==> config.mk <==
export PLATFORM = sky130hd
export DESIGN_NAME = jsg_guard
export DESIGN_NICKNAME = d
export VERILOG_FILES = /design/src/shared/jsg_pkg.sv /design/src/rtl/jsg_ms_timer.sv /design/src/rtl/jsg_guard.sv
export SDC_FILE = /design/constraint.sdc
export NUM_CORES = 1
export LEC_CHECK = 0
export BUFFER_PORTS_ARGS = -buffer_cell sky130_fd_sc_hd__buf_2
export CAP_MARGIN = 0
export CORE_MARGIN = 4
export CORE_UTILIZATION = 50
export CTS_CLUSTER_DIAMETER = 100
export DETAILED_ROUTE_END_ITERATION = 8
export GPL_ROUTABILITY_DRIVEN = 1
export PLACE_DENSITY = 0.72
export SYNTH_ARGS = -nofsm -noshare
export SYNTH_HDL_FRONTEND = slang
export SYNTH_HIERARCHICAL = 1
export SYNTH_SLANG_ARGS = --single-unit
==> constraint.sdc <==
create_clock -name i_clk -period 5.5 [get_ports i_clk]
set_clock_uncertainty 0.1 [all_clocks]
set_input_delay 0.275 -clock i_clk [delete_from_list [all_inputs] [get_ports i_clk]]
set_output_delay 0.275 -clock i_clk [all_outputs]
set_load 0.02 [all_outputs]
==> src/shared/jsg_pkg.sv <==
// constants and carrier types for the transmit guard
package jsg_pkg;
    // clock and bit-time reference
    localparam int CLK_PERIOD_NS = 10;
    localparam int BIT_TIME_NS = 100;
    localparam int BIT_CYC = BIT_TIME_NS / CLK_PERIOD_NS;
    // noise filter: least negative pulse and longest positive excursion
    localparam int NEG_MIN_NS = 7;
    localparam int NEG_MIN_CYC_RAW =
        (NEG_MIN_NS + CLK_PERIOD_NS - 1) / CLK_PERIOD_NS;
    localparam int NEG_MIN_CYC = (NEG_MIN_CYC_RAW < 1) ? 1 : NEG_MIN_CYC_RAW;
    localparam int POS_MAX_NS = 160;
    localparam int POS_MAX_CYC = POS_MAX_NS / CLK_PERIOD_NS;
    // heartbeat placement after the final transition, in bit times
    localparam int HB_DELAY_BITS = 8;
    localparam int HB_LEN_BITS = 8;
    localparam int HB_START_CYC = HB_DELAY_BITS * BIT_CYC;
    localparam int HB_END_CYC = (HB_DELAY_BITS + HB_LEN_BITS) * BIT_CYC;
    // jabber timing in milliseconds
    localparam int JAB_MS = 25;
    localparam int JAB_RESET_MS = 400;
    localparam int MS_NS = 1000000;
    localparam int MS_CYC = MS_NS / CLK_PERIOD_NS;
    // counter widths
    localparam int QUIET_W = 8;
    localparam int MS_TIMER_W = 10;
    localparam logic [QUIET_W-1:0] QUIET_MAX = 8'hff;

    // synchronised pin inputs travelling together
    typedef struct packed {
        logic tx_pair;
        logic supply_good;
        logic heartbeat_strap;
        logic external_jabber_input;
        logic collision_oscillator_input;
        logic collision_detect;
    } jsg_pins_t;
endpackage

==> src/rtl/jsg_ms_timer.sv <==
// saturating tick counter used for the millisecond jabber intervals
`timescale 1ns/1ps
module jsg_ms_timer
    import jsg_pkg::*;
#(
    parameter int W = MS_TIMER_W,
    parameter logic [MS_TIMER_W-1:0] LIMIT = 10'h001
) (
    input wire logic i_clk,
    input wire logic i_rst,
    input wire logic i_clear,
    input wire logic i_tick,
    output logic o_done
);
    logic [W-1:0] cnt_q; // elapsed ticks since last clear

    // count ticks while running, hold at the limit
    always_ff @(posedge i_clk) begin
        if (i_rst || i_clear) begin
            cnt_q <= '0;
        end else if (i_tick && cnt_q != LIMIT) begin
            cnt_q <= cnt_q + 1'b1;
        end
    end

    // done stays up until cleared; a clear wins over the tick
    always_ff @(posedge i_clk) begin
        if (i_rst || i_clear) begin
            o_done <= 1'b0;
        end else begin
            o_done <= (cnt_q == LIMIT);
        end
    end
endmodule

==> src/rtl/jsg_guard.sv <==
// transmit guard: noise filter, tap gating, jabber and heartbeat
`timescale 1ns/1ps
module jsg_guard
    import jsg_pkg::*;
#(
    parameter int MS_CYCLES = MS_CYC // shorten in simulation
) (
    input wire logic i_clk,
    input wire logic i_rst,
    input wire logic i_tx_pair,          // transmit pair level, 1 = positive
    input wire logic i_supply_good,      // high while supply above minimum
    input wire logic i_heartbeat_strap,  // high selects heartbeat
    input wire logic i_external_jabber_input,    // high disables tap
    input wire logic i_collision_oscillator_input, // high = tied to supply
    input wire logic i_collision_detect, // medium collision level
    output logic o_tap_transmit_output,  // data toward the tap driver
    output logic o_tap_drive,            // tap driver enable
    output logic o_collision_pair,       // 10 MHz collision-pair signal
    output logic o_jabber_fault          // jabber fault level
);
    jsg_pins_t raw; // pins gathered before the crossing
    jsg_pins_t meta_q; // first synchroniser stage, read only by stage two
    jsg_pins_t pin_q; // safe synchronised copy
    logic tx_prev_q; // previous tx level for edge finding
    logic tx_active_q; // a qualified transmission is in progress
    logic [QUIET_W-1:0] low_q; // consecutive low samples
    logic [QUIET_W-1:0] quiet_q; // cycles since the last transition
    logic hb_pend_q; // heartbeat window armed
    logic [3:0] div_q; // divider for the bit-time reference
    logic bit_tick; // one pulse each bit time
    logic osc_phase; // 10 MHz square wave
    logic [$clog2(MS_CYCLES+1)-1:0] ms_cnt_q; // millisecond prescaler
    logic ms_tick; // one pulse each millisecond
    logic jabber_q; // internal jabber fault
    logic jab_done; // jab time reached
    logic rst_done; // quiet reset period reached
    logic guard_off; // oscillator tie disables supervision
    logic tx_edge; // transition seen this cycle
    logic tx_start; // qualified start of a transmission
    logic tx_end; // long positive excursion ends transmission
    logic hb_window; // heartbeat burst window
    logic cp_want; // collision pair should oscillate
    logic tap_ok; // tap may be driven

    assign raw = '{tx_pair: i_tx_pair, supply_good: i_supply_good,
                   heartbeat_strap: i_heartbeat_strap,
                   external_jabber_input: i_external_jabber_input,
                   collision_oscillator_input: i_collision_oscillator_input,
                   collision_detect: i_collision_detect};

    // two-stage synchroniser for every pin; idle tx pair rests high
    always_ff @(posedge i_clk) begin
        if (i_rst) begin
            meta_q <= '0;
            pin_q <= '0;
            meta_q.tx_pair <= 1'b1;
            pin_q.tx_pair <= 1'b1;
        end else begin
            meta_q <= raw;
            pin_q <= meta_q;
        end
    end

    // bit-time divider gives both the bit tick and the 10 MHz wave
    always_ff @(posedge i_clk) begin
        if (i_rst || bit_tick) begin
            div_q <= '0;
        end else begin
            div_q <= div_q + 1'b1;
        end
    end
    // wrap pulse is the bit-time enable; wave is high in the first half
    // so the collision pair keeps an even duty cycle at any phase
    assign bit_tick = (div_q == 4'(BIT_CYC - 1));
    assign osc_phase = (div_q < 4'(BIT_CYC / 2));

    // millisecond prescaler made of the same reference
    always_ff @(posedge i_clk) begin
        if (i_rst || ms_tick) begin
            ms_cnt_q <= '0;
        end else begin
            ms_cnt_q <= ms_cnt_q + 1'b1;
        end
    end
    assign ms_tick = (ms_cnt_q == ($bits(ms_cnt_q))'(MS_CYCLES - 1));

    assign tx_edge = (pin_q.tx_pair != tx_prev_q);
    assign guard_off = pin_q.collision_oscillator_input;

    // run lengths of low level and of quiet time, both saturating
    always_ff @(posedge i_clk) begin
        if (i_rst) begin
            tx_prev_q <= 1'b1;
            low_q <= '0;
            quiet_q <= QUIET_MAX;
        end else begin
            tx_prev_q <= pin_q.tx_pair;
            if (pin_q.tx_pair) begin
                low_q <= '0;
            end else if (low_q != QUIET_MAX) begin
                low_q <= low_q + 1'b1;
            end
            if (tx_edge) begin
                quiet_q <= '0;
            end else if (quiet_q != QUIET_MAX) begin
                quiet_q <= quiet_q + 1'b1;
            end
        end
    end

    // a start needs a negative pulse of least width; the idle level
    // must persist past the longest excursion to end the frame
    assign tx_start = !tx_active_q && !pin_q.tx_pair
                      && (low_q >= QUIET_W'(NEG_MIN_CYC - 1));
    assign tx_end = tx_active_q && pin_q.tx_pair
                    && (quiet_q >= QUIET_W'(POS_MAX_CYC));

    // transmission state; end detection sits well inside 1 us
    always_ff @(posedge i_clk) begin
        if (i_rst) begin
            tx_active_q <= 1'b0;
        end else if (tx_start) begin
            tx_active_q <= 1'b1;
        end else if (tx_end) begin
            tx_active_q <= 1'b0;
        end
    end

    // heartbeat arming: armed at frame end, dropped on a new start
    always_ff @(posedge i_clk) begin
        if (i_rst) begin
            hb_pend_q <= 1'b0;
        end else if (tx_start) begin
            hb_pend_q <= 1'b0;
        end else if (tx_end) begin
            hb_pend_q <= pin_q.heartbeat_strap && !guard_off;
        end else if (quiet_q >= QUIET_W'(HB_END_CYC)) begin
            hb_pend_q <= 1'b0;
        end
    end

    // window measured from the final transition, not from tx_end
    assign hb_window = hb_pend_q && !tx_active_q
                       && quiet_q >= QUIET_W'(HB_START_CYC)
                       && quiet_q < QUIET_W'(HB_END_CYC);

    // jab timer runs only while the tap is driven, restarts per frame
    jsg_ms_timer #(
        .W(MS_TIMER_W),
        .LIMIT(MS_TIMER_W'(JAB_MS))
    ) u_jab (
        .i_clk(i_clk),
        .i_rst(i_rst),
        .i_clear(!o_tap_drive || guard_off),
        .i_tick(ms_tick),
        .o_done(jab_done)
    );

    // reset period needs continuous transmit silence
    jsg_ms_timer #(
        .W(MS_TIMER_W),
        .LIMIT(MS_TIMER_W'(JAB_RESET_MS))
    ) u_unjab (
        .i_clk(i_clk),
        .i_rst(i_rst),
        .i_clear(tx_active_q || !jabber_q),
        .i_tick(ms_tick),
        .o_done(rst_done)
    );

    // jabber fault: the tie clears it; otherwise setting wins over clearing in the same cycle
    always_ff @(posedge i_clk) begin
        if (i_rst || guard_off) begin
            jabber_q <= 1'b0;
        end else if (jab_done) begin
            jabber_q <= 1'b1;
        end else if (rst_done) begin
            jabber_q <= 1'b0;
        end
    end

    // tap gating: supply, jabber and external jabber each veto
    assign tap_ok = pin_q.supply_good
                    && !jabber_q
                    && !pin_q.external_jabber_input;

    // collision-pair demand; the oscillator tie silences all of it
    assign cp_want = !guard_off
                     && (hb_window
                         || jabber_q
                         || pin_q.external_jabber_input
                         || pin_q.collision_detect);

    // registered outputs
    always_ff @(posedge i_clk) begin
        if (i_rst) begin
            o_tap_drive <= 1'b0;
            o_tap_transmit_output <= 1'b1;
            o_collision_pair <= 1'b0;
            o_jabber_fault <= 1'b0;
        end else begin
            o_tap_drive <= tx_active_q && tap_ok;
            o_tap_transmit_output <= pin_q.tx_pair;
            o_collision_pair <= cp_want && osc_phase;
            o_jabber_fault <= jabber_q;
        end
    end
endmodule

==> results of run 1 <==
[power breakdown]
part / internal, mW / total (mW) / switching [mW]
Clock: 0.267 / 0.446 / 0.179
Combinational: 0.0642 / 0.132 / 0.0682
Sequential: 0.538 / 0.575 / 0.0362
Total: 0.869 / 1.15 / 0.284
[layer usage]
metal / up-vias / GRT usage
met5: - / 0
met4: 0 / 0.0614
met3: 10 / 0.0499
met2: 33 / 0.260
met1: 1139 / 0.203
li1: 1265 / -
[cells by family after synthesis]
group                    count (synthesis)  synth area share
XOR/XNOR                                21            0.0581
AND/OR/NAND/NOR                        156             0.289
AO/OA/AOI/OAI                           61             0.116
flip-flops                              70             0.443
buffers and inverters                   26            0.0419
adder cells (fa/ha/maj)                 10            0.0395
multiplexers                             4            0.0130
[final timing paths]
| check | endpoint | slack (ps) | cells after the start |
|---|---|---|---|
| worst max-delay path | u_jab/cnt_q[9]$_SDFFE_PP0P_ | 2870 | 8 |
| worst min-delay path | meta_q[5]$_SDFF_PP1_ | 20 | 2 |
| worst max register to register | u_jab/cnt_q[9]$_SDFFE_PP0P_ | 2870 | 8 |
| worst min register to register | pin_q[5]$_SDFF_PP1_ | 320 | 1 |
[cell usage in the layout, fill, tap and decap left out, types with 3 or more instances in the layout]
cell type	netlist	final
nand3_1	20	20
nand4_1	13	13
o21ai_0	26	26
nor3b_1	4	4
and4_1	4	4
or3_2	3	3
inv_1	13	13
and2_1	3	3
or3_1	10	10
nand2b_1	4	4
nor2_1	29	29
or2_2	5	5
nor4b_1	5	5
xnor2_1	3	3
mux2i_1	3	3
o211ai_1	3	3
nor2b_1	11	11
buf_2	0	11
clkbuf_8	0	10
nor4_1	4	4
nor3_1	7	6
o31ai_1	3	3
nand2_1	18	18
a21oi_1	19	19
dfxtp_1	70	70
ha_1	10	10
or4_1	4	4
or4b_4	3	3
xor2_1	18	18
[sequential cells by signal, summed over array words and instances, names as in the netlist, 4 cells and up]
| name | count |
|---|---|
| meta_q | 6 |
| quiet_q | 8 |
| u_unjab/cnt_q | 10 |
| pin_q | 5 |
| ms_cnt_q | 17 |
| div_q | 4 |
| u_jab/cnt_q | 10 |
[final cells by class]
| class | count | area, µm² | area share |
|---|---|---|---|
| inverter | 13 | 48.8 | 0.0141 |
| sequential | 70 | 1400 | 0.405 |
| multi-input combinational | 252 | 1640 | 0.473 |
| tap | 75 | 93.8 | 0.0271 |
| clock inverter | 4 | 70.1 | 0.0203 |
| clock buffer | 12 | 145 | 0.0420 |
| timing repair buffer | 12 | 62.6 | 0.0181 |
==> run_results.csv, run 1 <==
group,metric,value,unit
yosys,syn-cell-area,3170,µm²
yosys,netlist.top_cell.by_area,"dfxtp_1",
drt,topRoutingLayerUsed,"met4",
yosys,synth_top_cells_by_count,"dfxtp_1 (70), nor2_1 (29), o21ai_0 (26), nand3_1 (20), a21oi_1 (19)",
sta,hold_slack,16.0,ps
global_route,grt_pass1_vias,2328,
die,die_x,87.6,µm
pwr,ir_worst_vdd,215,µV
min_path,min_from,"i_tx_pair",
drt,drtIter0Drc,87,
drt,vias,2447,
die,initial_core_util,0.525,
cts,cts_tree,"done",
min_path,hp-class,"in2reg",
cts,cts_root_buffer,"clkbuf_8",
drt,routed_wl,5450,µm
cells_and_area,final_cells,438,
critical_path,startpoint_type,"register",
yosys,synth_cell_type_count,47,
drt,wl_met2,2500,µm
yosys,synth-seq-cells,70,
die,ioPinCount,12,
global_route,gr-usage-all-layers,0.162,
sta,finalMaxSlewViolations,0,
cts,htree_levels,3,
sta,hold_viol_final,0,
sta,slew_headroom,0.591,
flow_run,maxCapViolations,0,
yosys,ys_top_cells_by_area,"dfxtp_1 (44%), xor2_1 (5.0%), o21ai_0 (4.1%)",
placement,dp_hpwl,3750,µm
die,coreArea,6030,µm²
cells_and_area,drive_above_1_share,0.127,
sta,rsz0062_at_grt,"no",
sta,setup_viol,0,
yosys,yosysMostFrequentCell,"dfxtp_1",
sta,worst_slew_pin_slew,613,ps
cells_and_area,layout-area-overhead-vs-synth,9.25,%
outcome,run_status,"finished, final reports clean",
drt,first_pass_iters,4,
pwr,power,1.15,mW
cts,ctsHoldBuffers,0,
critical_path,r2r-start,"ms_cnt_q[0]$_SDFF_PP0_",
placement,pre_cts_ws,2890,ps
critical_path,crit_slowest_cell,"or4_1",
critical_path,cp-end-kind,"register",
cells_and_area,nets,376,
yosys,syn-num-nets,366,
yosys,yosysTopAreaCellShare,0.443,
cts,post_cts_buffers,0,
drt,drcViolationCount,0,
global_route,antenna_found_initial,0,
cells_and_area,antenna_cells,0,
yosys,async_flop_share,0,
yosys,synth.yosys.seq_area_share,0.443,
placement,place_inst,422,
cells_and_area,fin_util,0.574,
placement,place_congestion,0.826,
die,die_height,87.6,µm
drt,drt-met1-wl,2650,µm
drt,wire_per_inst,12.4,µm
global_route,grt_first_pass_wirelength,10100,µm
yosys,synth_ff_type,"dfxtp_1",
yosys,syn_inst,348,
sta,layout_setup_ws,2870,ps
placement,dpl_cell_area,3240,µm²
cells_and_area,fill_cells,554,
drt,postRouteAntennaNets,0,
placement,numPortBuffers,11,
die,core.rowCount,28,
cts,clk_pin_slew,70,ps
cells_and_area,finalInstanceArea,3460,µm²
yosys,yosys_warnings,6,
pwr,p_per_area,333,nW/µm²
yosys,synth_edf_count,0,
critical_path,crit_fanout,18,
cts,clk_latency,340,ps
die,die-area,7670,µm²
critical_path,crit_required,5660,ps
cts,clock-sinks,70,
critical_path,max_stage_delay,560,ps
critical_path,worstPathArrival,2800,ps
critical_path,cp.buffers_inverters,1,
drt,met3_length,219,µm
global_route,grt_max_degree,36,
cts,post_cts_resized,0,
yosys,syn_avg_cell_area,9.10,µm²
pwr,p_leak,1.23,nW
cts,cts_buffers,9,
critical_path,worstSetupStartpoint,"ms_cnt_q[0]$_SDFF_PP0_",
drt,routed_via_density,5.59,
sta,fin_crit_sh,0.479,
cts,clk_path_buf_depth,2,
critical_path,worst_path_dominant_cell_family,"simple AND/OR/NAND/NOR gates",
global_route,grt_overflow,0,
critical_path,cp_cell_sequence,"ha_1, and4_1, nand2_1, nor3_2, buf_4, nand4_1, or4_1, a21oi_1",
sta,fin_setup_tns,0,ps
sta,finalCriticalPeriod,2630,ps
sta,max_freq,380,MHz
critical_path,path_class,"reg2reg",
Note: power is estimated with default switching activity, not from simulation.
==> inputs of run 2 (changes only) <==
--- a/config.mk
+++ b/config.mk
@@ -5,6 +5,7 @@
 export SDC_FILE = /design/constraint.sdc
 export NUM_CORES = 1
 export LEC_CHECK = 0
+export ABC_AREA = 1
 export BUFFER_PORTS_ARGS = -buffer_cell sky130_fd_sc_hd__buf_2
 export CAP_MARGIN = 0
 export CORE_MARGIN = 4
@@ -12,7 +13,7 @@
 export CTS_CLUSTER_DIAMETER = 100
 export DETAILED_ROUTE_END_ITERATION = 8
 export GPL_ROUTABILITY_DRIVEN = 1
-export PLACE_DENSITY = 0.72
+export PLACE_DENSITY = 0.74
 export SYNTH_ARGS = -nofsm -noshare
 export SYNTH_HDL_FRONTEND = slang
 export SYNTH_HIERARCHICAL = 1
==> constraint.sdc (replaced) <==
create_clock -name i_clk -period 2.3 [get_ports i_clk]
set_clock_uncertainty 0.1 [all_clocks]
set_input_delay 0.115 -clock i_clk [delete_from_list [all_inputs] [get_ports i_clk]]
set_output_delay 0.115 -clock i_clk [all_outputs]
set_load 0.02 [all_outputs]
==> run 2 against run 1 <==
Core utilization increased by 1.7 points. Combinational power increased to 2.9 times the previous value. Count of clock-buffer cells in the layout decreased by 1. Via count increased by 21%. Sequential power increased by 140%. Design area increased by 12%. Routed wire length increased by 19%. Cell count increased by 35%.
==> run_results.csv, run 2 <==
group,metric,value,unit
drt,routed_via_density,5.01,
die,die-area,8270,µm²
yosys,synth_top_cells_by_count,"nand2_1 (110), nor2_1 (86), dfxtp_1 (70), inv_1 (66), nand3_1 (42)",
flow_run,maxCapViolations,0,
sta,max_freq,503,MHz
placement,numPortBuffers,11,
sta,fin_setup_tns,0,ps
drt,drtIter0Drc,130,
sta,worst_slew_pin_slew,465,ps
sta,finalCriticalPeriod,1990,ps
drt,routed_wl,6520,µm
sta,finalMaxSlewViolations,0,
drt,first_pass_iters,4,
global_route,use_met2,0.265,
placement,dp_hpwl,4590,µm
global_route,grt_pass1_vias,2693,
critical_path,cp-end-kind,"register",
pwr,power,2.89,mW
critical_path,r2r_slack,310,ps
cells_and_area,layout-area-overhead-vs-synth,12.3,%
yosys,netlist.top_cell.by_area,"dfxtp_1",
die,die_height,91.0,µm
yosys,synth-seq-cells,70,
yosys,syn_avg_cell_area,7.07,µm²
drt,vias,2968,
yosys,yosysMostFrequentCell,"nand2_1",
cells_and_area,drive_above_1_share,0.101,
cells_and_area,top_register,"ms_cnt_q",
drt,drcViolationCount,0,
global_route,grt_overflow,0,
critical_path,crit_required,2450,ps
cts,clk_latency,350,ps
die,core.rowCount,29,
cts,clk_path_buf_depth,2,
min_path,hp-class,"in2reg",
cells_and_area,nets,528,
global_route,met1_usage,0.218,
yosys,synth_cell_type_count,34,
cts,cts_tree,"done",
global_route,use_met3,0.0463,
cells_and_area,reg.largest.list,"ms_cnt_q x17, u_jab/cnt_q x10, u_unjab/cnt_q x10",
global_route,grt_max_degree,22,
sta,fin_crit_sh,0.865,
drt,postRouteAntennaNets,0,
cts,htree_levels,3,
outcome,run_status,"finished, final reports clean",
pwr,ir_worst_vdd,401,µV
cells_and_area,fill_cells,598,
sta,layout_setup_ws,311,ps
global_route,antenna_found_initial,0,
sta,rsz0062_at_grt,"no",
die,coreArea,6530,µm²
global_route,top_usage_layer,"met2",
sta,hold_viol_final,0,
global_route,gr-usage-all-layers,0.169,
sta,slew_headroom,0.690,
cts,cts_root_buffer,"clkbuf_8",
yosys,synth_ff_type,"dfxtp_1",
placement,place_congestion,0.851,
yosys,ys_top_cells_by_area,"dfxtp_1 (41%), nand2_1 (12%), nor2_1 (9.4%)",
cts,clk_pin_slew,80,ps
die,ioPinCount,12,
yosys,syn-num-nets,505,
critical_path,startpoint_type,"register",
cts,cts_buffers,9,
yosys,synth_edf_count,0,
cells_and_area,fin_util,0.591,
critical_path,path_class,"reg2reg",
die,initial_core_util,0.527,
pwr,p_per_area,749,nW/µm²
yosys,async_flop_share,0,
cts,post_cts_buffers,0,
cells_and_area,final_cell_mix,"nand2_1 (110), nor2_1 (85), dfxtp_1 (70)",
cells_and_area,mostFrequentLayoutCell,"nand2_1",
yosys,synth.yosys.seq_area_share,0.407,
pwr,p_leak,1.58,nW
sta,setup_viol,0,
critical_path,crit_fanout,9,
yosys,yosys_warnings,6,
yosys,yosysTopAreaCellShare,0.407,
cells_and_area,largest_reg_flops,17,
cells_and_area,antenna_cells,0,
drt,wire_per_inst,11.0,µm
critical_path,worstPathArrival,2140,ps
yosys,syn_inst,487,
yosys,syn-cell-area,3440,µm²
cts,clock-sinks,70,
die,die_x,91.0,µm
global_route,grt_first_pass_wirelength,11500,µm
placement,pre_cts_ws,138,ps
-- run 2: changes by cell type in the layout (fill, tap and decap cells not counted), moves of 6 or more --
cell and change:
nand2_1 +92, nor2_1 +56, inv_1 +53, nand3_1 +22
o21ai_0 -14, nor2b_1 -11, or3_1 -10, dlygate4sd3_1 +6
-- run 2: what timing repair did --
item                                   4_1_cts  5_1_grt
endpoints found under the hold margin        6        0
setup endpoints to repair                    0        9
gates resized for setup                      0        2
hold buffers                                 6        0
-- run 2: path summary, 6_finish.rpt --
path / start / end / cells after the start
worst max-delay path: ms_cnt_q[0]$_SDFF_PP0_ / u_jab/cnt_q[1]$_SDFFE_PP0P_ / 10
worst min-delay path: i_rst / guard_off$_SDFF_PP0_ / 2
worst max register to register: ms_cnt_q[0]$_SDFF_PP0_ / u_jab/cnt_q[1]$_SDFFE_PP0P_ / 10
worst min register to register: meta_q[1]$_SDFF_PP0_ / guard_off$_SDFF_PP0_ / 2
-- run 2: layout make-up --
type                    count  area [µm²]  area share
multi-input cells         343        1750       0.454
flip-flops and latches     70        1400       0.363
inverters                  68         255      0.0661
clock buffers              11         151      0.0392
repair buffers             18         123      0.0317
well taps                  77        96.3      0.0249
clock inverters             5        81.3      0.0211
-- run 2: worst max-delay path, stage by stage (launching register included) --
cell and delay, ps:
dfxtp_1 380, ha_1 240, nand2_1 90, nor2_2 150, nand3_2 130, nor2_2 240, inv_1 110, a21oi_4 270
nand2_1 90, nand2_1 60, nor2_1 40
-- run 2: metal layers --
layer / part of all wire / routed length [µm]
met1: 0.50 / 3250
met2: 0.45 / 2900
met3: 0.040 / 262
met4: 0.016 / 103
met5: 0 / 0
-- run 2: per-stage QoR --
stage | instances | cell area (µm²) | hold WS [ps]
detailed placement | 570 | 3560 | 211
floorplan | 487 | 3440 | 119
global placement | 570 | 3560 | 212
CTS | 592 | 3850 | 35.2
finish | 592 | 3860 | 52.3
global route | 592 | 3860 | 51.6
-- run 2: kinds of logic (layout without fill, tap and decap cells) --
logic type | after synthesis | in the layout | synth area share
buffers and inverters | 74 | 102 | 0.0858
flip-flops | 70 | 70 | 0.407
adder cells (fa/ha/maj) | 10 | 10 | 0.0364
AND/OR/NAND/NOR | 280 | 280 | 0.363
XOR/XNOR | 22 | 22 | 0.0582
AO/OA/AOI/OAI | 31 | 31 | 0.0495
-- run 2: where the power goes --
group | total (mW) | switching (mW) | internal, mW
Clock | 1.14 | 0.471 | 0.670
Sequential | 1.38 | 0.0840 | 1.29
Combinational | 0.377 | 0.226 | 0.151
==> inputs of run 3 (changes only) <==
--- a/config.mk
+++ b/config.mk
@@ -8,7 +8,7 @@
 export ABC_AREA = 1
 export BUFFER_PORTS_ARGS = -buffer_cell sky130_fd_sc_hd__buf_2
 export CAP_MARGIN = 0
-export CORE_MARGIN = 4
+export CORE_MARGIN = 1.5
 export CORE_UTILIZATION = 50
 export CTS_CLUSTER_DIAMETER = 100
 export DETAILED_ROUTE_END_ITERATION = 8
==> run 3 against run 2 <==
Register-to-register slack barely moved. Core utilization fell by 1.7 points. Die area fell by 11%. Count of clock-buffer cells in the layout fell by 2. Flip-flop and latch count did not move. Total power fell by 8.3%. Sequential share of layout area barely moved. Worst setup slack got worse by 10 ps. Via count rose by 0.27%.
==> run_results.csv, run 3 (same netlist as run 2, synthesis figures left out) <==
group,metric,value,unit
placement,dpl_cell_area,3580,µm²
die,initial_core_util,0.512,
drt,routed_wl,6570,µm
die,die_x,86.0,µm
drt,wire_per_inst,10.9,µm
critical_path,startpoint_type,"register",
pwr,p_per_area,687,nW/µm²
die,die-area,7390,µm²
pwr,ir_worst_vdd,296,µV
critical_path,cp.buffers_inverters,1,
cts,cts_root_buffer,"clkbuf_8",
cells_and_area,layout-area-overhead-vs-synth,12.2,%
critical_path,max_stage_delay,380,ps
cts,clk_pin_slew,80,ps
critical_path,crit_slowest_cell,"dfxtp_1",
critical_path,crit_top_cell,"nand2_1",
global_route,grt_first_pass_wirelength,11400,µm
cts,htree_levels,3,
critical_path,worst_path_dominant_cell_family,"simple AND/OR/NAND/NOR gates",
cells_and_area,top_register,"ms_cnt_q",
cts,clk_latency,350,ps
sta,rsz0062_at_grt,"no",
critical_path,reg2reg_depth,10,
critical_path,r2r_slack,300,ps
critical_path,r2r-start,"ms_cnt_q[0]$_SDFF_PP0_",
critical_path,crit_fanout,9,
critical_path,crit_required,2450,ps
sta,max_freq,500,MHz
critical_path,cp.depth,10,
min_path,hp-class,"reg2reg",
sta,worst_slew_pin_slew,453,ps
sta,hold_viol_final,0,
die,ioPinCount,12,
drt,routed_via_density,4.95,
sta,finalCriticalPeriod,2000,ps
sta,setup_viol,0,
cells_and_area,antenna_cells,0,
global_route,grt_pass1_vias,2747,
critical_path,r2r-end,"u_jab/cnt_q[1]$_SDFFE_PP0P_",
cts,clk_path_buf_depth,2,
sta,fin_setup_tns,0,ps
drt,drcViolationCount,0,
global_route,gr-usage-all-layers,0.193,
placement,place_congestion,0.857,
critical_path,worstPathArrival,2150,ps
global_route,grt_max_degree,15,
global_route,grt_overflow,0,
outcome,run_status,"finished, final reports clean",
drt,vias,2976,
sta,slew_headroom,0.696,
critical_path,cp_cell_sequence,"ha_1, nand2_1, nor2_2, nand3_2, nor2_1, inv_1, a21oi_4, nand2_1, nand2_1, nor2_1",
cells_and_area,mostFrequentLayoutCell,"nand2_1",
die,core.rowCount,30,
pwr,p_leak,1.58,nW
critical_path,worstSetupStartpoint,"ms_cnt_q[0]$_SDFF_PP0_",
placement,dp_hpwl,4650,µm
cells_and_area,reg.largest.list,"ms_cnt_q x17, u_jab/cnt_q x10, u_unjab/cnt_q x10",
sta,finalMaxSlewViolations,0,
cells_and_area,largest_reg_flops,17,
placement,numPortBuffers,11,
cts,post_cts_buffers,0,
global_route,antenna_found_initial,0,
flow_run,maxCapViolations,0,
die,coreArea,6720,µm²
cells_and_area,nets,534,
critical_path,path_class,"reg2reg",
sta,fin_crit_sh,0.869,
cells_and_area,finalInstanceArea,3860,µm²
drt,drtIter0Drc,77,
cts,clock-sinks,70,
cells_and_area,drive_above_1_share,0.102,
drt,postRouteAntennaNets,0,
critical_path,setup.worst_path.end,"u_jab/cnt_q[1]$_SDFFE_PP0P_",
cts,cts_buffers,9,
die,die_height,86.0,µm
critical_path,cp-end-kind,"register",
cells_and_area,final_cell_mix,"nand2_1 (110), nor2_1 (86), dfxtp_1 (70)",
drt,first_pass_iters,4,
cells_and_area,fill_cells,620,
cts,cts_tree,"done",
-- run 3: cell count changes in the layout (fill, tap and decap cells not counted) --
| cell | before | now |
|---|---|---|
| dlygate4sd3_1 | 6 | 10 |
| buf_4 | 1 | 3 |
| bufinv_16 | 2 | 0 |
| clkbuf_8 | 11 | 9 |
| clkinv_4 | 1 | 3 |
| clkinv_2 | 1 | 2 |
| clkinvlp_4 | 1 | 2 |
| nor2_1 | 85 | 86 |
| nor2_2 | 5 | 4 |
-- run 3: final cells by class --
class                   count  area [µm²]  area share
clock buffers               9         124      0.0321
clock inverters             7        51.3      0.0133
inverters                  68         255      0.0661
multi-input cells         343        1750       0.454
flip-flops and latches     70        1400       0.363
well taps                  80         100      0.0259
repair buffers             24         178      0.0460
-- run 3: worst min path at each step --
| stage | start | end | cells past startpoint |
|---|---|---|---|
| 3_3_place_gp | i_tx_pair | meta_q[5]$_SDFF_PP1_ | 2 |
| 4_1_cts | meta_q[2]$_SDFF_PP0_ | pin_q[2]$_SDFF_PP0_ | 2 |
| 5_1_grt | meta_q[0]$_SDFF_PP0_ | pin_q[0]$_SDFF_PP0_ | 2 |
| 6_report | meta_q[2]$_SDFF_PP0_ | pin_q[2]$_SDFF_PP0_ | 2 |
| 2_1_floorplan | i_tx_pair | meta_q[5]$_SDFF_PP1_ | 1 |
| 3_5_place_dp | i_tx_pair | meta_q[5]$_SDFF_PP1_ | 2 |
-- run 3: what timing repair did --
item	in CTS	in global routing
hold buffers	10	0
setup endpoints to repair	0	8
resized for setup	0	1
hold endpoints to repair	11	0
-- run 3: metrics by stage --
stage,util,hold WS (ps),std cells,total power [mW],setup slack (ps)
global route,0.575,324,601,2.80,17.3
finish,0.575,303,601,2.65,300
detailed placement,0.533,210,575,1.77,234
CTS,0.574,301,601,2.67,210
global placement,0.533,205,575,1.76,253
floorplan,-,119,487,1.69,296
-- run 3: worst register-to-register path, delay by kind of cell, from the launching register on --
family,cells,cell delay [ps]
AO/OA/AOI/OAI,1,260
adder cells (fa/ha/maj),1,240
buffers and inverters,1,120
flip-flops,1,380
AND/OR/NAND/NOR,7,790
-- run 3: where the power goes --
group	switching, mW	total (mW)	internal [mW]
Combinational	0.230	0.386	0.156
Clock	0.501	0.892	0.392
Sequential	0.0820	1.37	1.29
Total	0.813	2.65	1.84
-- run 3: routing by layer --
| metal | routed length, µm | global-route usage | vias up |
|---|---|---|---|
| li1 | - | - | 1579 |
| met1 | 3190 | 0.239 | 1333 |
| met5 | 0 | 0 | - |
| met3 | 222 | 0.0385 | 10 |
| met4 | 129 | 0.107 | 0 |
| met2 | 3030 | 0.315 | 54 |
